## config.mk

```make
export PLATFORM = sky130hd
export DESIGN_NAME = standard_event_status_logic
export DESIGN_NICKNAME = d
export VERILOG_FILES = /design/src/rtl/event_status_pkg.sv /design/src/rtl/standard_event_status_logic.sv
export SDC_FILE = /design/constraint.sdc
export NUM_CORES = 1
export LEC_CHECK = 0
export ABC_AREA = 1
export BUFFER_PORTS_ARGS = -buffer_cell sky130_fd_sc_hd__buf_2
export CAP_MARGIN = 5
export CORE_UTILIZATION = 30
export CTS_CLUSTER_DIAMETER = 120
export CTS_CLUSTER_SIZE = 16
export DETAILED_ROUTE_END_ITERATION = 10
export SLEW_MARGIN = 20
export SYNTH_ARGS = -nofsm -noshare
export SYNTH_HDL_FRONTEND = slang
export SYNTH_SLANG_ARGS = --single-unit
```

## constraint.sdc

```tcl
create_clock -name clk -period 1.8 [get_ports clk]
set_input_delay 0.36 -clock clk [delete_from_list [all_inputs] [get_ports clk]]
set_output_delay 0.36 -clock clk [all_outputs]
set_load 0.05 [all_outputs]
```

## src/rtl/event_status_pkg.sv

```systemverilog
// Purpose: Constants for the standard event status logic.
// Assumes: Single 100 MHz clock, synchronous active-low reset.
// Notes: Bit positions follow the event status register layout.
package event_status_pkg;
  localparam int EVT_W = 8;
  localparam int BIT_DONE = 0;
  localparam int BIT_DDE = 3;
  localparam int BIT_EXE = 4;
  localparam int BIT_CME = 5;
  localparam int BIT_POWER_ON = 7;
  localparam int BIT_SUMMARY = 5;
  localparam logic [7:0] EVT_RESET = 8'h80;
  localparam logic [7:0] EVT_USED = 8'hB9;
  localparam logic [7:0] MASK_RESET = 8'h00;
  localparam logic [7:0] REQ_EN_RESET = 8'h00;
  localparam logic [7:0] DATA_RESET = 8'h00;
  localparam logic [4:0] IDX_RESET = 5'h00;
  localparam logic [7:0] DONE_ANSWER = 8'h01;
  localparam int ID_CHARS = 16;
  typedef enum logic [1:0] {
    Q_IDLE = 2'b00,
    Q_DONE_WAIT = 2'b01,
    Q_ID_SEND = 2'b10
  } query_state_t;
endpackage

```

## src/rtl/standard_event_status_logic.sv

```systemverilog
// Purpose: Event status register, enable mask, operation-complete handshake and identification reply.
// Assumes: Command strobes and event inputs come from logic on clk; pins are synchronised by the caller.
// Notes: The register powers up with the power-on event set.
// Summary of operation
// - Read returns value, then clears register.
// - Bit 0 sets when operations finish.
// - Bits 3,4,5 set on errors.
// - Bit 7 sets at power on.
// - Enable mask gates each bit to request.
// - Operation-complete command clears bit 0.
// - Completion query waits, then answers 1.
// - Identification returns comma-separated four-field string.
// - Request needs summary bit 5 enabled too.
// - Clear-status command clears all status.
module standard_event_status_logic
  import event_status_pkg::*;
#(
  // The default identification text is arbitrary.
  parameter logic [8*ID_CHARS-1:0] ID_STRING = "MAKER,M1,SN1,V1 "
) (
  input wire logic clk,
  input wire logic reset_n,
  input wire logic ops_done,
  input wire logic dev_error,
  input wire logic exec_error,
  input wire logic cmd_error,
  input wire logic read_status,
  input wire logic complete_clear_cmd,
  input wire logic complete_query,
  input wire logic id_query,
  input wire logic clear_status_command,
  input wire logic mask_write,
  input wire logic [7:0] mask_data,
  input wire logic request_enable_write,
  input wire logic [7:0] request_enable_data,
  output logic [7:0] event_status_register,
  output logic [7:0] event_enable_mask,
  output logic [7:0] service_request_enable,
  output logic event_summary_bit,
  output logic service_request,
  output logic [7:0] reply_data,
  output logic reply_valid,
  output logic bus_busy,
  output logic clear_others
);
  logic [7:0] evt_r;
  logic [7:0] evt_nxt;
  logic [7:0] sets;
  logic [7:0] mask_r;
  logic [7:0] mask_nxt;
  logic [7:0] req_en_r;
  logic [7:0] req_en_nxt;
  logic clr_r;
  logic clr_nxt;
  query_state_t st_r;
  query_state_t st_nxt;
  logic [4:0] idx_r;
  logic [4:0] idx_nxt;
  logic [7:0] data_r;
  logic [7:0] data_nxt;
  logic valid_r;
  logic valid_nxt;
  logic read_taken;

  // A read is only taken while no query holds the bus, so a refused read loses nothing.
  assign read_taken = read_status && (st_r == Q_IDLE);

  // Event register: clears first, then new events, so a set always wins.
  always_comb begin
    sets = 8'h00;
    sets[BIT_DONE] = ops_done;
    sets[BIT_DDE] = dev_error;
    sets[BIT_EXE] = exec_error;
    sets[BIT_CME] = cmd_error;
    evt_nxt = evt_r;
    if (read_taken) begin
      evt_nxt = 8'h00;
    end
    if (clear_status_command) begin
      evt_nxt = 8'h00;
    end
    if (complete_clear_cmd) begin
      evt_nxt[BIT_DONE] = 1'b0;
    end
    evt_nxt = (evt_nxt | sets) & EVT_USED;
  end

  always_ff @(posedge clk) begin
    if (!reset_n) begin
      evt_r <= EVT_RESET;
    end else begin
      evt_r <= evt_nxt;
    end
  end

  // Event enable mask.
  always_comb begin
    mask_nxt = mask_r;
    if (mask_write) begin
      mask_nxt = mask_data;
    end
  end

  always_ff @(posedge clk) begin
    if (!reset_n) begin
      mask_r <= MASK_RESET;
    end else begin
      mask_r <= mask_nxt;
    end
  end

  // Service request enable.
  always_comb begin
    req_en_nxt = req_en_r;
    if (request_enable_write) begin
      req_en_nxt = request_enable_data;
    end
  end

  always_ff @(posedge clk) begin
    if (!reset_n) begin
      req_en_r <= REQ_EN_RESET;
    end else begin
      req_en_r <= req_en_nxt;
    end
  end

  // One-cycle pulse telling the other status registers to clear.
  always_comb begin
    clr_nxt = clear_status_command;
  end

  always_ff @(posedge clk) begin
    if (!reset_n) begin
      clr_r <= 1'b0;
    end else begin
      clr_r <= clr_nxt;
    end
  end

  // Query state: a read has priority over a completion query, which has priority over identification.
  always_comb begin
    st_nxt = st_r;
    idx_nxt = idx_r;
    case (st_r)
      Q_IDLE: begin
        if (read_status) begin
          st_nxt = Q_IDLE;
        end else if (complete_query) begin
          st_nxt = Q_DONE_WAIT;
        end else if (id_query) begin
          st_nxt = Q_ID_SEND;
          idx_nxt = IDX_RESET;
        end
      end
      Q_DONE_WAIT: begin
        // The bus stays held until the flag is seen set.
        if (evt_r[BIT_DONE]) begin
          st_nxt = Q_IDLE;
        end
      end
      Q_ID_SEND: begin
        idx_nxt = idx_r + 5'h01;
        if (int'(idx_r) == ID_CHARS-1) begin
          st_nxt = Q_IDLE;
        end
      end
      default: begin
        st_nxt = Q_IDLE;
      end
    endcase
  end

  always_ff @(posedge clk) begin
    if (!reset_n) begin
      st_r <= Q_IDLE;
      idx_r <= IDX_RESET;
    end else begin
      st_r <= st_nxt;
      idx_r <= idx_nxt;
    end
  end

  // Reply byte and its one-cycle valid.
  always_comb begin
    data_nxt = data_r;
    valid_nxt = 1'b0;
    case (st_r)
      Q_IDLE: begin
        if (read_taken) begin
          data_nxt = evt_r;
          valid_nxt = 1'b1;
        end
      end
      Q_DONE_WAIT: begin
        if (evt_r[BIT_DONE]) begin
          data_nxt = DONE_ANSWER;
          valid_nxt = 1'b1;
        end
      end
      Q_ID_SEND: begin
        data_nxt = ID_STRING[8*(ID_CHARS-1-int'(idx_r)) +: 8];
        valid_nxt = 1'b1;
      end
      default: begin
        data_nxt = data_r;
      end
    endcase
  end

  always_ff @(posedge clk) begin
    if (!reset_n) begin
      data_r <= DATA_RESET;
      valid_r <= 1'b0;
    end else begin
      data_r <= data_nxt;
      valid_r <= valid_nxt;
    end
  end

  assign event_status_register = evt_r;
  assign event_enable_mask = mask_r;
  assign service_request_enable = req_en_r;
  assign event_summary_bit = |(evt_r & mask_r);
  assign service_request = event_summary_bit && req_en_r[BIT_SUMMARY];
  assign reply_data = data_r;
  assign reply_valid = valid_r;
  assign bus_busy = (st_r != Q_IDLE);
  assign clear_others = clr_r;
endmodule

```

==> results of run 1 <==
cell usage after synthesis, drive strengths merged:
master,count
clkbuf,3
xor2,2
inv,28
nand3,19
nor3,1
and2,1
nand2,46
a21oi,22
a22o,1
o21ai,27
conb,1
nor2,51
buf,5
nand3b,2
ha,6
o211ai,1
dfxtp,38
nand4,3
power by group through the flow:
stage	logic (uW)	clock network [uW]	registers [uW]
global placement	1220	0	1050
global route	1350	622	1040
CTS	1230	580	1030
finish	1220	558	1030
floorplan	612	0	1370
detailed placement	1220	0	1050
per-stage QoR:
step	setup TNS (ns)	instances	power [uW]	utilization, %
floorplan	0	259	1980	-
CTS	0	400	2840	39.6
detailed placement	0	393	2270	38.2
global placement	0	393	2260	38.2
global route	-0.00180	400	3010	39.7
finish	0	400	2810	39.7
logic make-up after synthesis:
group           Yosys count
other cells               1
simple gates            123
flops                    38
fa+ha+maj                 6
xor+xnor                  2
buf+inv                  36
compound gates           51
area by class of cell:
cell class                      count  area (sq um)
Multi-Input combinational cell    185           956
Timing Repair Buffer               67           354
Inverter                           28           105
Sequential cell                    38           762
Fill cell                         616          3570
Clock buffer                        6          72.6
Tap cell                           75          93.8
Clock inverter                      1          7.51
registers in the layout (all words and copies together) (netlist names):
signal and count:
clear_others 1, service_request_enable 8, reply_data 8, st_r 2, event_status_register 5, reply_valid 1
idx_r 5, event_enable_mask 8
worst max path at each step:
stage	from	to	slack, ns	cells past startpoint
after floorplan	event_status_register[4]	service_request	0.007	4
after global placement	event_status_register[4]	service_request	0.22	5
after detailed placement	event_status_register[4]	service_request	0.23	5
after CTS	event_status_register[4]	service_request	0.008	5
after global routing	event_status_register[4]	service_request	-0.002	5
final	event_status_register[4]	service_request	0.06	5
critical path: stages (launching register included):
cell and delay [ns]:
sky130_fd_sc_hd__dfxtp_2 0.34, sky130_fd_sc_hd__a22o_1 0.23, sky130_fd_sc_hd__a21oi_2 0.15, sky130_fd_sc_hd__nand3_4 0.08
sky130_fd_sc_hd__and2_4 0.14, sky130_fd_sc_hd__buf_6 0.14
per-layer routing:
layer,part of all wire [%],wire (um)
met2,46,2140
met5,0,0
met4,1.3,62
met3,6.7,311
met1,46,2110
what timing repair did:
item | in CTS | in global routing
buffers inserted | 0 | 0
hold buffers | 0 | 0
gates resized for setup | 3 | 1
endpoints found under the setup margin | 1 | 1
==> impl_metrics.py, run 1 <==
metrics = {
    "outcome": {
        "outcome": "finished, final reports clean",
    },
    "critical_path": {
        "timing.critical_path.from_type": "flop",
        "worst-endpoint-required_ns": 1.44,
        "worst_setup_path_end_kind": "output pin",
        "timing.critical_path.fanout_max": 4,
        "critical_path_arrival_ns": 1.38,
        "worst_r2r_path_depth": 8,
        "regToRegSetupSlack_ns": 0.21,
        "regToRegEndpoint": "reply_data[5]",
        "worst_r2r_startpoint": "st_r[0]",
        "crit_type": "reg -> out",
    },
    "global_routing": {
        "global_route.overflow_total": 0,
        "grt_pass1_vias": 1797,
        "globalRoute.busiestLayer": "met2",
        "grt_usage_pct": 15.8,
        "maximum_number_of_pins_on_one_net_before_global_route_repair": 16,
        "groute.layer.met1.usage_pct": 18.7,
        "grt_use_met2_pct": 25.9,
        "grt_pass1_wl_um": 7870,
        "grt_antenna_before_repair": 0,
        "grt_util_met3_pct": 5.11,
    },
    "power_and_ir_drop": {
        "worst_vdd_ir_v": 0.000524,
        "clock_power_share_pct": 19.9,
        "reg_power_share_pct": 36.6,
        "total_switching_power_uw": 1270,
        "sw_frac_of_total_pct": 45.3,
        "cellInternalPower_uw": 1540,
        "total_leakage_power_uw": 0.00115,
        "power.density_cell_area_nw_per_um2": 1200,
        "pwr-share-comb_pct": 43.5,
    },
    "placement": {
        "post-dp-hpwl_um": 3560,
        "finalWeightedCongestion": 0.880,
        "io_buffer_count": 62,
        "dpl_worst_slack_ns": 0.229,
        "placedInstanceArea_sq_um": 2260,
    },
    "routing": {
        "via_count": 1835,
        "antenna_violating_nets_post_route": 0,
        "detailedRoute.firstIterationViolations": 111,
        "route.detailed.vias_per_inst": 4.59,
        "routed_wirelength_um": 4630,
        "routedWlPerCell_um": 11.6,
        "drc_viols": 0,
        "dr.pass1.iters": 5,
    },
    "sta": {
        "timing.final.crit_share_pct": 96.5,
        "fin_worst_skew_ns": 0.00313,
        "setup_ws_ns": 0.0634,
        "layout_min_cycle_time_ns": 1.74,
        "timing.final.hold_violations": 0,
        "hold_slack_ns": 0.283,
        "setup_violating_endpoint_count_in_the_final_report": 0,
        "final_slew_violations": 0,
        "fmax_ghz": 0.576,
    },
    "min_path": {
        "timing.hold.worst_endpoint": "event_status_register[0]",
        "min_from": "ops_done",
        "min_path_type": "in -> reg",
        "hold_path_depth": 3,
    },
    "synth": {
        "synth_xor_area_share_pct": 0.952,
        "syn_area_sq_um": 1840,
        "synth.distinct_cells": 26,
        "synth_area_per_cell_sq_um": 7.16,
        "synth_top_family_by_area": "simple AND/OR/NAND/NOR gates",
        "cell_count_after_synthesis": 257,
        "synth-simple-area-share_pct": 30.3,
        "synth-warning-count": 0,
        "synthMuxAreaShare_pct": 0,
        "synth_seq_cells": 38,
        "yosys.area_share.adder_pct": 4.08,
        "yosys_top_cell_by_area": "sky130_fd_sc_hd__dfxtp_1",
        "yosysSeqAreaShare_pct": 41.4,
        "synth_top_area_share_pct": 41.4,
        "complex_gate_fraction_of_the_synthesized_area_pct": 15.0,
        "yosys-top-cells-area": "sky130_fd_sc_hd__dfxtp_1 (41%), sky130_fd_sc_hd__nor2_1 (9.8%), sky130_fd_sc_hd__nand2_1 (8.2%), sky130_fd_sc_hd__o21ai_0 (7.3%), sky130_fd_sc_hd__a21oi_1 (5.4%)",
    },
    "floorplanning": {
        "initial_cell_density_of_the_core_pct": 31.1,
        "chipWidth_um": 80.3,
        "floorplan.core_area_sq_um": 5920,
        "placementRows": 28,
        "floorplan.die_area_sq_um": 6450,
        "ioPinCount": 66,
        "die_height_um": 80.3,
    },
    "final_layout": {
        "layout-drive-gt1-share_pct": 28.9,
        "insertedDiodeCount": 0,
        "finish.net_count": 360,
        "mostFrequentLayoutCells": "sky130_fd_sc_hd__buf_2 (61), sky130_fd_sc_hd__nor2_1 (48), sky130_fd_sc_hd__nand2_1 (40), sky130_fd_sc_hd__dfxtp_1 (37), sky130_fd_sc_hd__o21ai_0 (27)",
        "most_frequent_standard_cell_in_the_layout_excluding_fill_and_tap_cells": "sky130_fd_sc_hd__buf_2",
        "finalInstanceArea_sq_um": 2350,
        "flow.area_growth_from_synthesis_pct": 27.8,
    },
    "clock_network": {
        "clk_root_buffer_cell": "sky130_fd_sc_hd__clkbuf_8",
        "clk_pin_slew_worst_paths_ns": 0.07,
        "cts_num_sinks": 38,
        "clock_tree_from_tritoncts": "done",
        "h-tree-depth": 2,
        "clock_tree.buffer_depth": 2,
        "cts-buffers-inserted": 5,
        "clock_insertion_delay_at_the_later_pin_of_the_skew_report_ns": 0.28,
    },
    "run": {
        "max_cap_viol_count": 0,
    },
}
Note: power is estimated with default switching activity, not from simulation.
==> inputs of run 2 (changes only) <==
- CORE_UTILIZATION: 30 -> 42
- PLACE_DENSITY: default -> 0.69
==> run 2 against run 1 <==
Setup slack worse by 0.010 ns. Total power is 1.2% lower. Clock-buffer cell count stayed put. Cell area is 1.9% lower.
==> impl_metrics.py, run 2 (synthesis results as in run 1) <==
metrics = {
    "outcome": {
        "outcome": "finished, final reports clean",
    },
    "placement": {
        "post-dp-hpwl_um": 3160,
        "io_buffer_count": 62,
        "dpl.cell_count": 366,
        "finalWeightedCongestion": 0.899,
    },
    "min_path": {
        "min_path_type": "in -> reg",
    },
    "global_routing": {
        "grt_usage_pct": 19.9,
        "grt_antenna_before_repair": 0,
        "grt_util_met3_pct": 6.17,
        "global_route.overflow_total": 0,
        "grt_pass1_wl_um": 6820,
        "maximum_number_of_pins_on_one_net_before_global_route_repair": 17,
        "globalRoute.busiestLayer": "met2",
        "groute.layer.met1.usage_pct": 25.2,
        "grt_pass1_vias": 1572,
        "grt_use_met2_pct": 30.4,
    },
    "clock_network": {
        "cts-buffers-inserted": 5,
        "h-tree-depth": 2,
        "clk_root_buffer_cell": "sky130_fd_sc_hd__clkbuf_8",
        "clk_pin_slew_worst_paths_ns": 0.07,
        "clock_insertion_delay_at_the_later_pin_of_the_skew_report_ns": 0.29,
        "cts_setup_buffers": 0,
        "cts_num_sinks": 38,
        "clock_tree.buffer_depth": 2,
        "clock_tree_from_tritoncts": "done",
    },
    "sta": {
        "final.setup.tns_ns": 0,
        "layout_min_cycle_time_ns": 1.75,
        "fin_worst_skew_ns": 0.00173,
        "final_slew_violations": 0,
        "setup_violating_endpoint_count_in_the_final_report": 0,
        "fmax_ghz": 0.572,
        "setup_repair_after_global_routing_missed_its_margin": "no",
        "timing.final.hold_violations": 0,
        "timing.final.crit_share_pct": 97.0,
    },
    "critical_path": {
        "worst_setup_path_end_kind": "output pin",
        "timing.critical_path.from_type": "flop",
        "crit_type": "reg -> out",
        "timing.critical_path.fanout_max": 4,
        "worst-endpoint-required_ns": 1.44,
        "critical_path_arrival_ns": 1.39,
    },
    "power_and_ir_drop": {
        "reg_power_share_pct": 37.0,
        "total_leakage_power_uw": 0.00114,
        "power.density_cell_area_nw_per_um2": 1200,
        "cellInternalPower_uw": 1530,
        "worst_vdd_ir_v": 0.000507,
        "sw_frac_of_total_pct": 44.8,
        "clock_power_share_pct": 19.9,
        "total_switching_power_uw": 1240,
        "pwr-share-comb_pct": 43.1,
    },
    "routing": {
        "routedWlPerCell_um": 11.2,
        "drc_viols": 0,
        "routed_wirelength_um": 4180,
        "dr.pass1.iters": 4,
        "route.detailed.vias_per_inst": 4.90,
        "via_count": 1827,
        "antenna_violating_nets_post_route": 0,
        "detailedRoute.firstIterationViolations": 76,
    },
    "floorplanning": {
        "initial_cell_density_of_the_core_pct": 44.7,
        "floorplan.core_area_sq_um": 4120,
        "placementRows": 23,
        "chipWidth_um": 68.2,
        "floorplan.die_area_sq_um": 4650,
        "ioPinCount": 66,
        "die_height_um": 68.2,
    },
    "final_layout": {
        "n_fill_cell": 422,
        "flow.area_growth_from_synthesis_pct": 25.4,
        "sequential_cell_area_sq_um": 763,
        "multi_input_comb_area_sq_um": 956,
        "insertedDiodeCount": 0,
        "final_cell_count_no_fill": 373,
        "layout-drive-gt1-share_pct": 28.8,
        "mostFrequentLayoutCells": "sky130_fd_sc_hd__buf_2 (61), sky130_fd_sc_hd__nor2_1 (48), sky130_fd_sc_hd__nand2_1 (40), sky130_fd_sc_hd__dfxtp_1 (36), sky130_fd_sc_hd__o21ai_0 (27)",
        "most_frequent_standard_cell_in_the_layout_excluding_fill_and_tap_cells": "sky130_fd_sc_hd__buf_2",
        "finish.net_count": 358,
    },
    "run": {
        "max_cap_viol_count": 0,
    },
}
-- run 2: changes by cell type in the layout (fill, tap and decap cells not counted) --
cell,delta
sky130_fd_sc_hd__buf_4,-2
sky130_fd_sc_hd__dfxtp_2,+1
sky130_fd_sc_hd__dfxtp_1,-1
-- run 2: timing repair --
item	4_1_cts	5_1_grt
gates resized for setup	3	2
hold buffers	0	0
setup endpoints to repair	1	1
-- run 2: path summary, 6_finish.rpt --
kind / endpoint / startpoint / slack (ns) / cells after the start
worst min register to register: reply_data[1] / reply_data[1] / 0.46 / 2
worst max register to register: reply_data[3] / st_r[0] / 0.21 / 8
worst min-delay path: event_status_register[0] / ops_done / 0.27 / 3
worst max-delay path: service_request / event_status_register[4] / 0.05 / 5
-- run 2: power groups by stage --
stage	logic, uW	registers (uW)	clock network, uW
4_1_cts	1200	1030	575
5_1_grt	1320	1040	613
3_3_place_gp	1190	1040	0
3_5_place_dp	1200	1050	0
6_report	1200	1030	553
2_1_floorplan	612	1370	0
-- run 2: routing by layer --
layer	wire length [um]	share of wire, %
met1	1960	47
met2	1860	45
met3	282	6.7
met4	78	1.9
met5	0	0
-- run 2: metrics by stage --
step	utilization (%)	setup WS, ns	instance area [sq um]	power [uW]	hold WS [ns]
detailed placement	53.8	0.216	2210	2250	0.457
finish	56.0	0.0532	2310	2780	0.269
CTS	55.9	0.00960	2300	2810	0.263
floorplan	-	0.00684	1860	1980	0.453
global route	56.0	0.0100	2310	2970	0.285
global placement	53.8	0.244	2210	2240	0.460
-- run 2: area by class of cell --
| class | count | area share [%] |
|---|---|---|
| multi-input combinational | 185 | 41.5 |
| sequential | 38 | 33.1 |
| tap | 50 | 2.71 |
| inverter | 28 | 4.56 |
| clock buffer | 6 | 3.15 |
| clock inverter | 1 | 0.326 |
| timing repair buffer | 65 | 14.7 |
-- run 2: worst max-delay path, cell delays in order, from the launching register on --
cell	delay, ns
sky130_fd_sc_hd__dfxtp_2	0.34
sky130_fd_sc_hd__a22o_1	0.23
sky130_fd_sc_hd__a21oi_2	0.15
sky130_fd_sc_hd__nand3_4	0.09
sky130_fd_sc_hd__and2_4	0.14
sky130_fd_sc_hd__buf_6	0.14
==> inputs of run 3 (changes only) <==
- CORE_MARGIN: default -> 5
==> run 3 against run 2 <==
Hold slack got worse by 0.0071 ns. Sequential power is essentially flat. Critical path depth did not move. Register-to-register slack got worse by 0.05 ns. Global-route usage fell by 4.1 points. Utilization is 1.6 points lower. Combinational power barely moved. Cell count is 1.3% higher. Largest cell class unchanged.
==> impl_metrics.py, run 3 (synthesis results as in run 1) <==
metrics = {
    "outcome": {
        "outcome": "finished, final reports clean",
    },
    "clock_network": {
        "cts_num_sinks": 38,
        "cts-buffers-inserted": 5,
        "h-tree-depth": 2,
        "clock_tree.buffer_depth": 2,
        "cts_setup_buffers": 0,
        "clock_insertion_delay_at_the_later_pin_of_the_skew_report_ns": 0.29,
        "clock_tree_from_tritoncts": "done",
        "clk_pin_slew_worst_paths_ns": 0.08,
        "clk_root_buffer_cell": "sky130_fd_sc_hd__clkbuf_8",
    },
    "sta": {
        "fmax_ghz": 0.574,
        "timing.final.hold_violations": 0,
        "final_slew_violations": 0,
        "final.setup.tns_ns": 0,
        "setup_violating_endpoint_count_in_the_final_report": 0,
        "setup_repair_after_global_routing_missed_its_margin": "no",
        "timing.final.crit_share_pct": 96.7,
        "fin_worst_skew_ns": 0.00377,
        "layout_min_cycle_time_ns": 1.74,
    },
    "min_path": {
        "hold_path_depth": 3,
        "min_path_type": "in -> reg",
    },
    "placement": {
        "finalWeightedCongestion": 0.877,
        "io_buffer_count": 62,
        "post-dp-hpwl_um": 3350,
    },
    "global_routing": {
        "groute.layer.met1.usage_pct": 18.8,
        "maximum_number_of_pins_on_one_net_before_global_route_repair": 15,
        "grt_util_met3_pct": 5.08,
        "grt_pass1_vias": 1795,
        "grt_use_met2_pct": 26.0,
        "grt_antenna_before_repair": 0,
        "global_route.overflow_total": 0,
        "grt_pass1_wl_um": 7770,
        "grt_usage_pct": 15.7,
        "globalRoute.busiestLayer": "met2",
    },
    "critical_path": {
        "timing.critical_path.from_type": "flop",
        "crit_path_top_delay_cell": "sky130_fd_sc_hd__dfxtp_2",
        "worst_setup_path_end_kind": "output pin",
        "crit_chain": "a22o_1, a21oi_2, nand3_4, and2_4, buf_6",
        "worst-endpoint-required_ns": 1.44,
        "critical_path_arrival_ns": 1.38,
        "timing.critical_path.fanout_max": 4,
        "critical_path.n_buffers_inverters": 1,
        "crit_type": "reg -> out",
        "worst_r2r_path_depth": 8,
        "critical-path-max-stage-delay_ns": 0.34,
        "cp_num_cells": 5,
        "critPathTopFamily": "compound AO/OA/AOI/OAI gates",
    },
    "final_layout": {
        "finish.net_count": 360,
        "sequential_cell_area_sq_um": 762,
        "insertedDiodeCount": 0,
        "multi_input_comb_area_sq_um": 956,
        "n_fill_cell": 406,
        "layout-drive-gt1-share_pct": 29.4,
        "mostFrequentLayoutCells": "sky130_fd_sc_hd__buf_2 (61), sky130_fd_sc_hd__nor2_1 (48), sky130_fd_sc_hd__nand2_1 (40), sky130_fd_sc_hd__dfxtp_1 (37), sky130_fd_sc_hd__o21ai_0 (27)",
        "most_frequent_standard_cell_in_the_layout_excluding_fill_and_tap_cells": "sky130_fd_sc_hd__buf_2",
        "finalCoreUtilization_pct": 54.4,
        "flow.area_growth_from_synthesis_pct": 27.1,
    },
    "routing": {
        "routedWlPerCell_um": 11.7,
        "via_count": 1854,
        "dr.pass1.iters": 4,
        "route.detailed.vias_per_inst": 4.90,
        "routed_wirelength_um": 4430,
        "detailedRoute.firstIterationViolations": 158,
        "antenna_violating_nets_post_route": 0,
        "drc_viols": 0,
    },
    "power_and_ir_drop": {
        "power.density_cell_area_nw_per_um2": 1220,
        "worst_vdd_ir_v": 0.000559,
        "total_leakage_power_uw": 0.00116,
    },
    "floorplanning": {
        "initial_cell_density_of_the_core_pct": 42.8,
        "floorplan.die_area_sq_um": 5800,
        "die_height_um": 76.2,
        "chipWidth_um": 76.2,
        "ioPinCount": 66,
        "placementRows": 24,
        "floorplan.core_area_sq_um": 4290,
    },
    "run": {
        "max_cap_viol_count": 0,
    },
}
[run 3: changes by cell type in the layout (fill, tap and decap cells not counted), sizes merged]
cell,before,now
clkinv,0,1
buf,65,67
[run 3: worst reg2reg max path, stage by stage, from the launching register on]
cell                      delay [ns]
sky130_fd_sc_hd__dfxtp_1        0.37
sky130_fd_sc_hd__inv_1          0.09
sky130_fd_sc_hd__ha_1           0.25
sky130_fd_sc_hd__nand2_2        0.13
sky130_fd_sc_hd__nand2_2        0.08
sky130_fd_sc_hd__a21oi_4        0.25
sky130_fd_sc_hd__inv_2          0.12
sky130_fd_sc_hd__a21oi_1        0.15
sky130_fd_sc_hd__a21oi_1        0.09
[run 3: routing by layer]
layer  wire, um  share of wire, %  vias up
met5          0                 0        -
met3        342               7.7        6
met2       2060                47       68
met1       1970                45      821
met4         51               1.2        0
li1           -                 -      959
[run 3: final timing paths]
path,start,endpoint,slack (ns)
setup / recovery,event_status_register[4],service_request,0.06
hold / removal,clear_status_command,clear_others,0.26
setup reg to reg,st_r[0],reply_data[3],0.16
hold reg to reg,reply_data[6],reply_data[6],0.47
[run 3: area by class of cell]
type,count,share of cell area (%)
multi-input combinational,185,40.9
clock buffer,6,3.53
clock inverter,2,0.535
tap,52,2.78
sequential,38,32.6
timing repair buffer,67,15.1
inverter,28,4.50
[run 3: per-stage QoR]
stage / setup WS, ns / instances / hold slack (ns) / power (uW) / area, sq um
2_1_floorplan: 0.00684 / 259 / 0.453 / 1980 / 1860
3_3_place_gp: 0.230 / 370 / 0.455 / 2250 / 2230
3_5_place_dp: 0.218 / 370 / 0.456 / 2260 / 2230
4_1_cts: 0.0296 / 378 / 0.256 / 2880 / 2340
5_1_grt: 0.00334 / 378 / 0.267 / 3050 / 2340
6_report: 0.0589 / 378 / 0.262 / 2850 / 2340
[run 3: what timing repair did]
action / in CTS / in global routing
endpoints found under the setup margin: 1 / 1
hold buffers: 0 / 0
gates resized for setup: 3 / 1
[run 3: power breakdown]
part / switching (uW) / leakage, uW / total, uW / internal, uW
logic: 908 / 0.000797 / 1220 / 313
registers: 64.1 / 0.000314 / 1020 / 957
clock network: 304 / 0.0000472 / 612 / 308
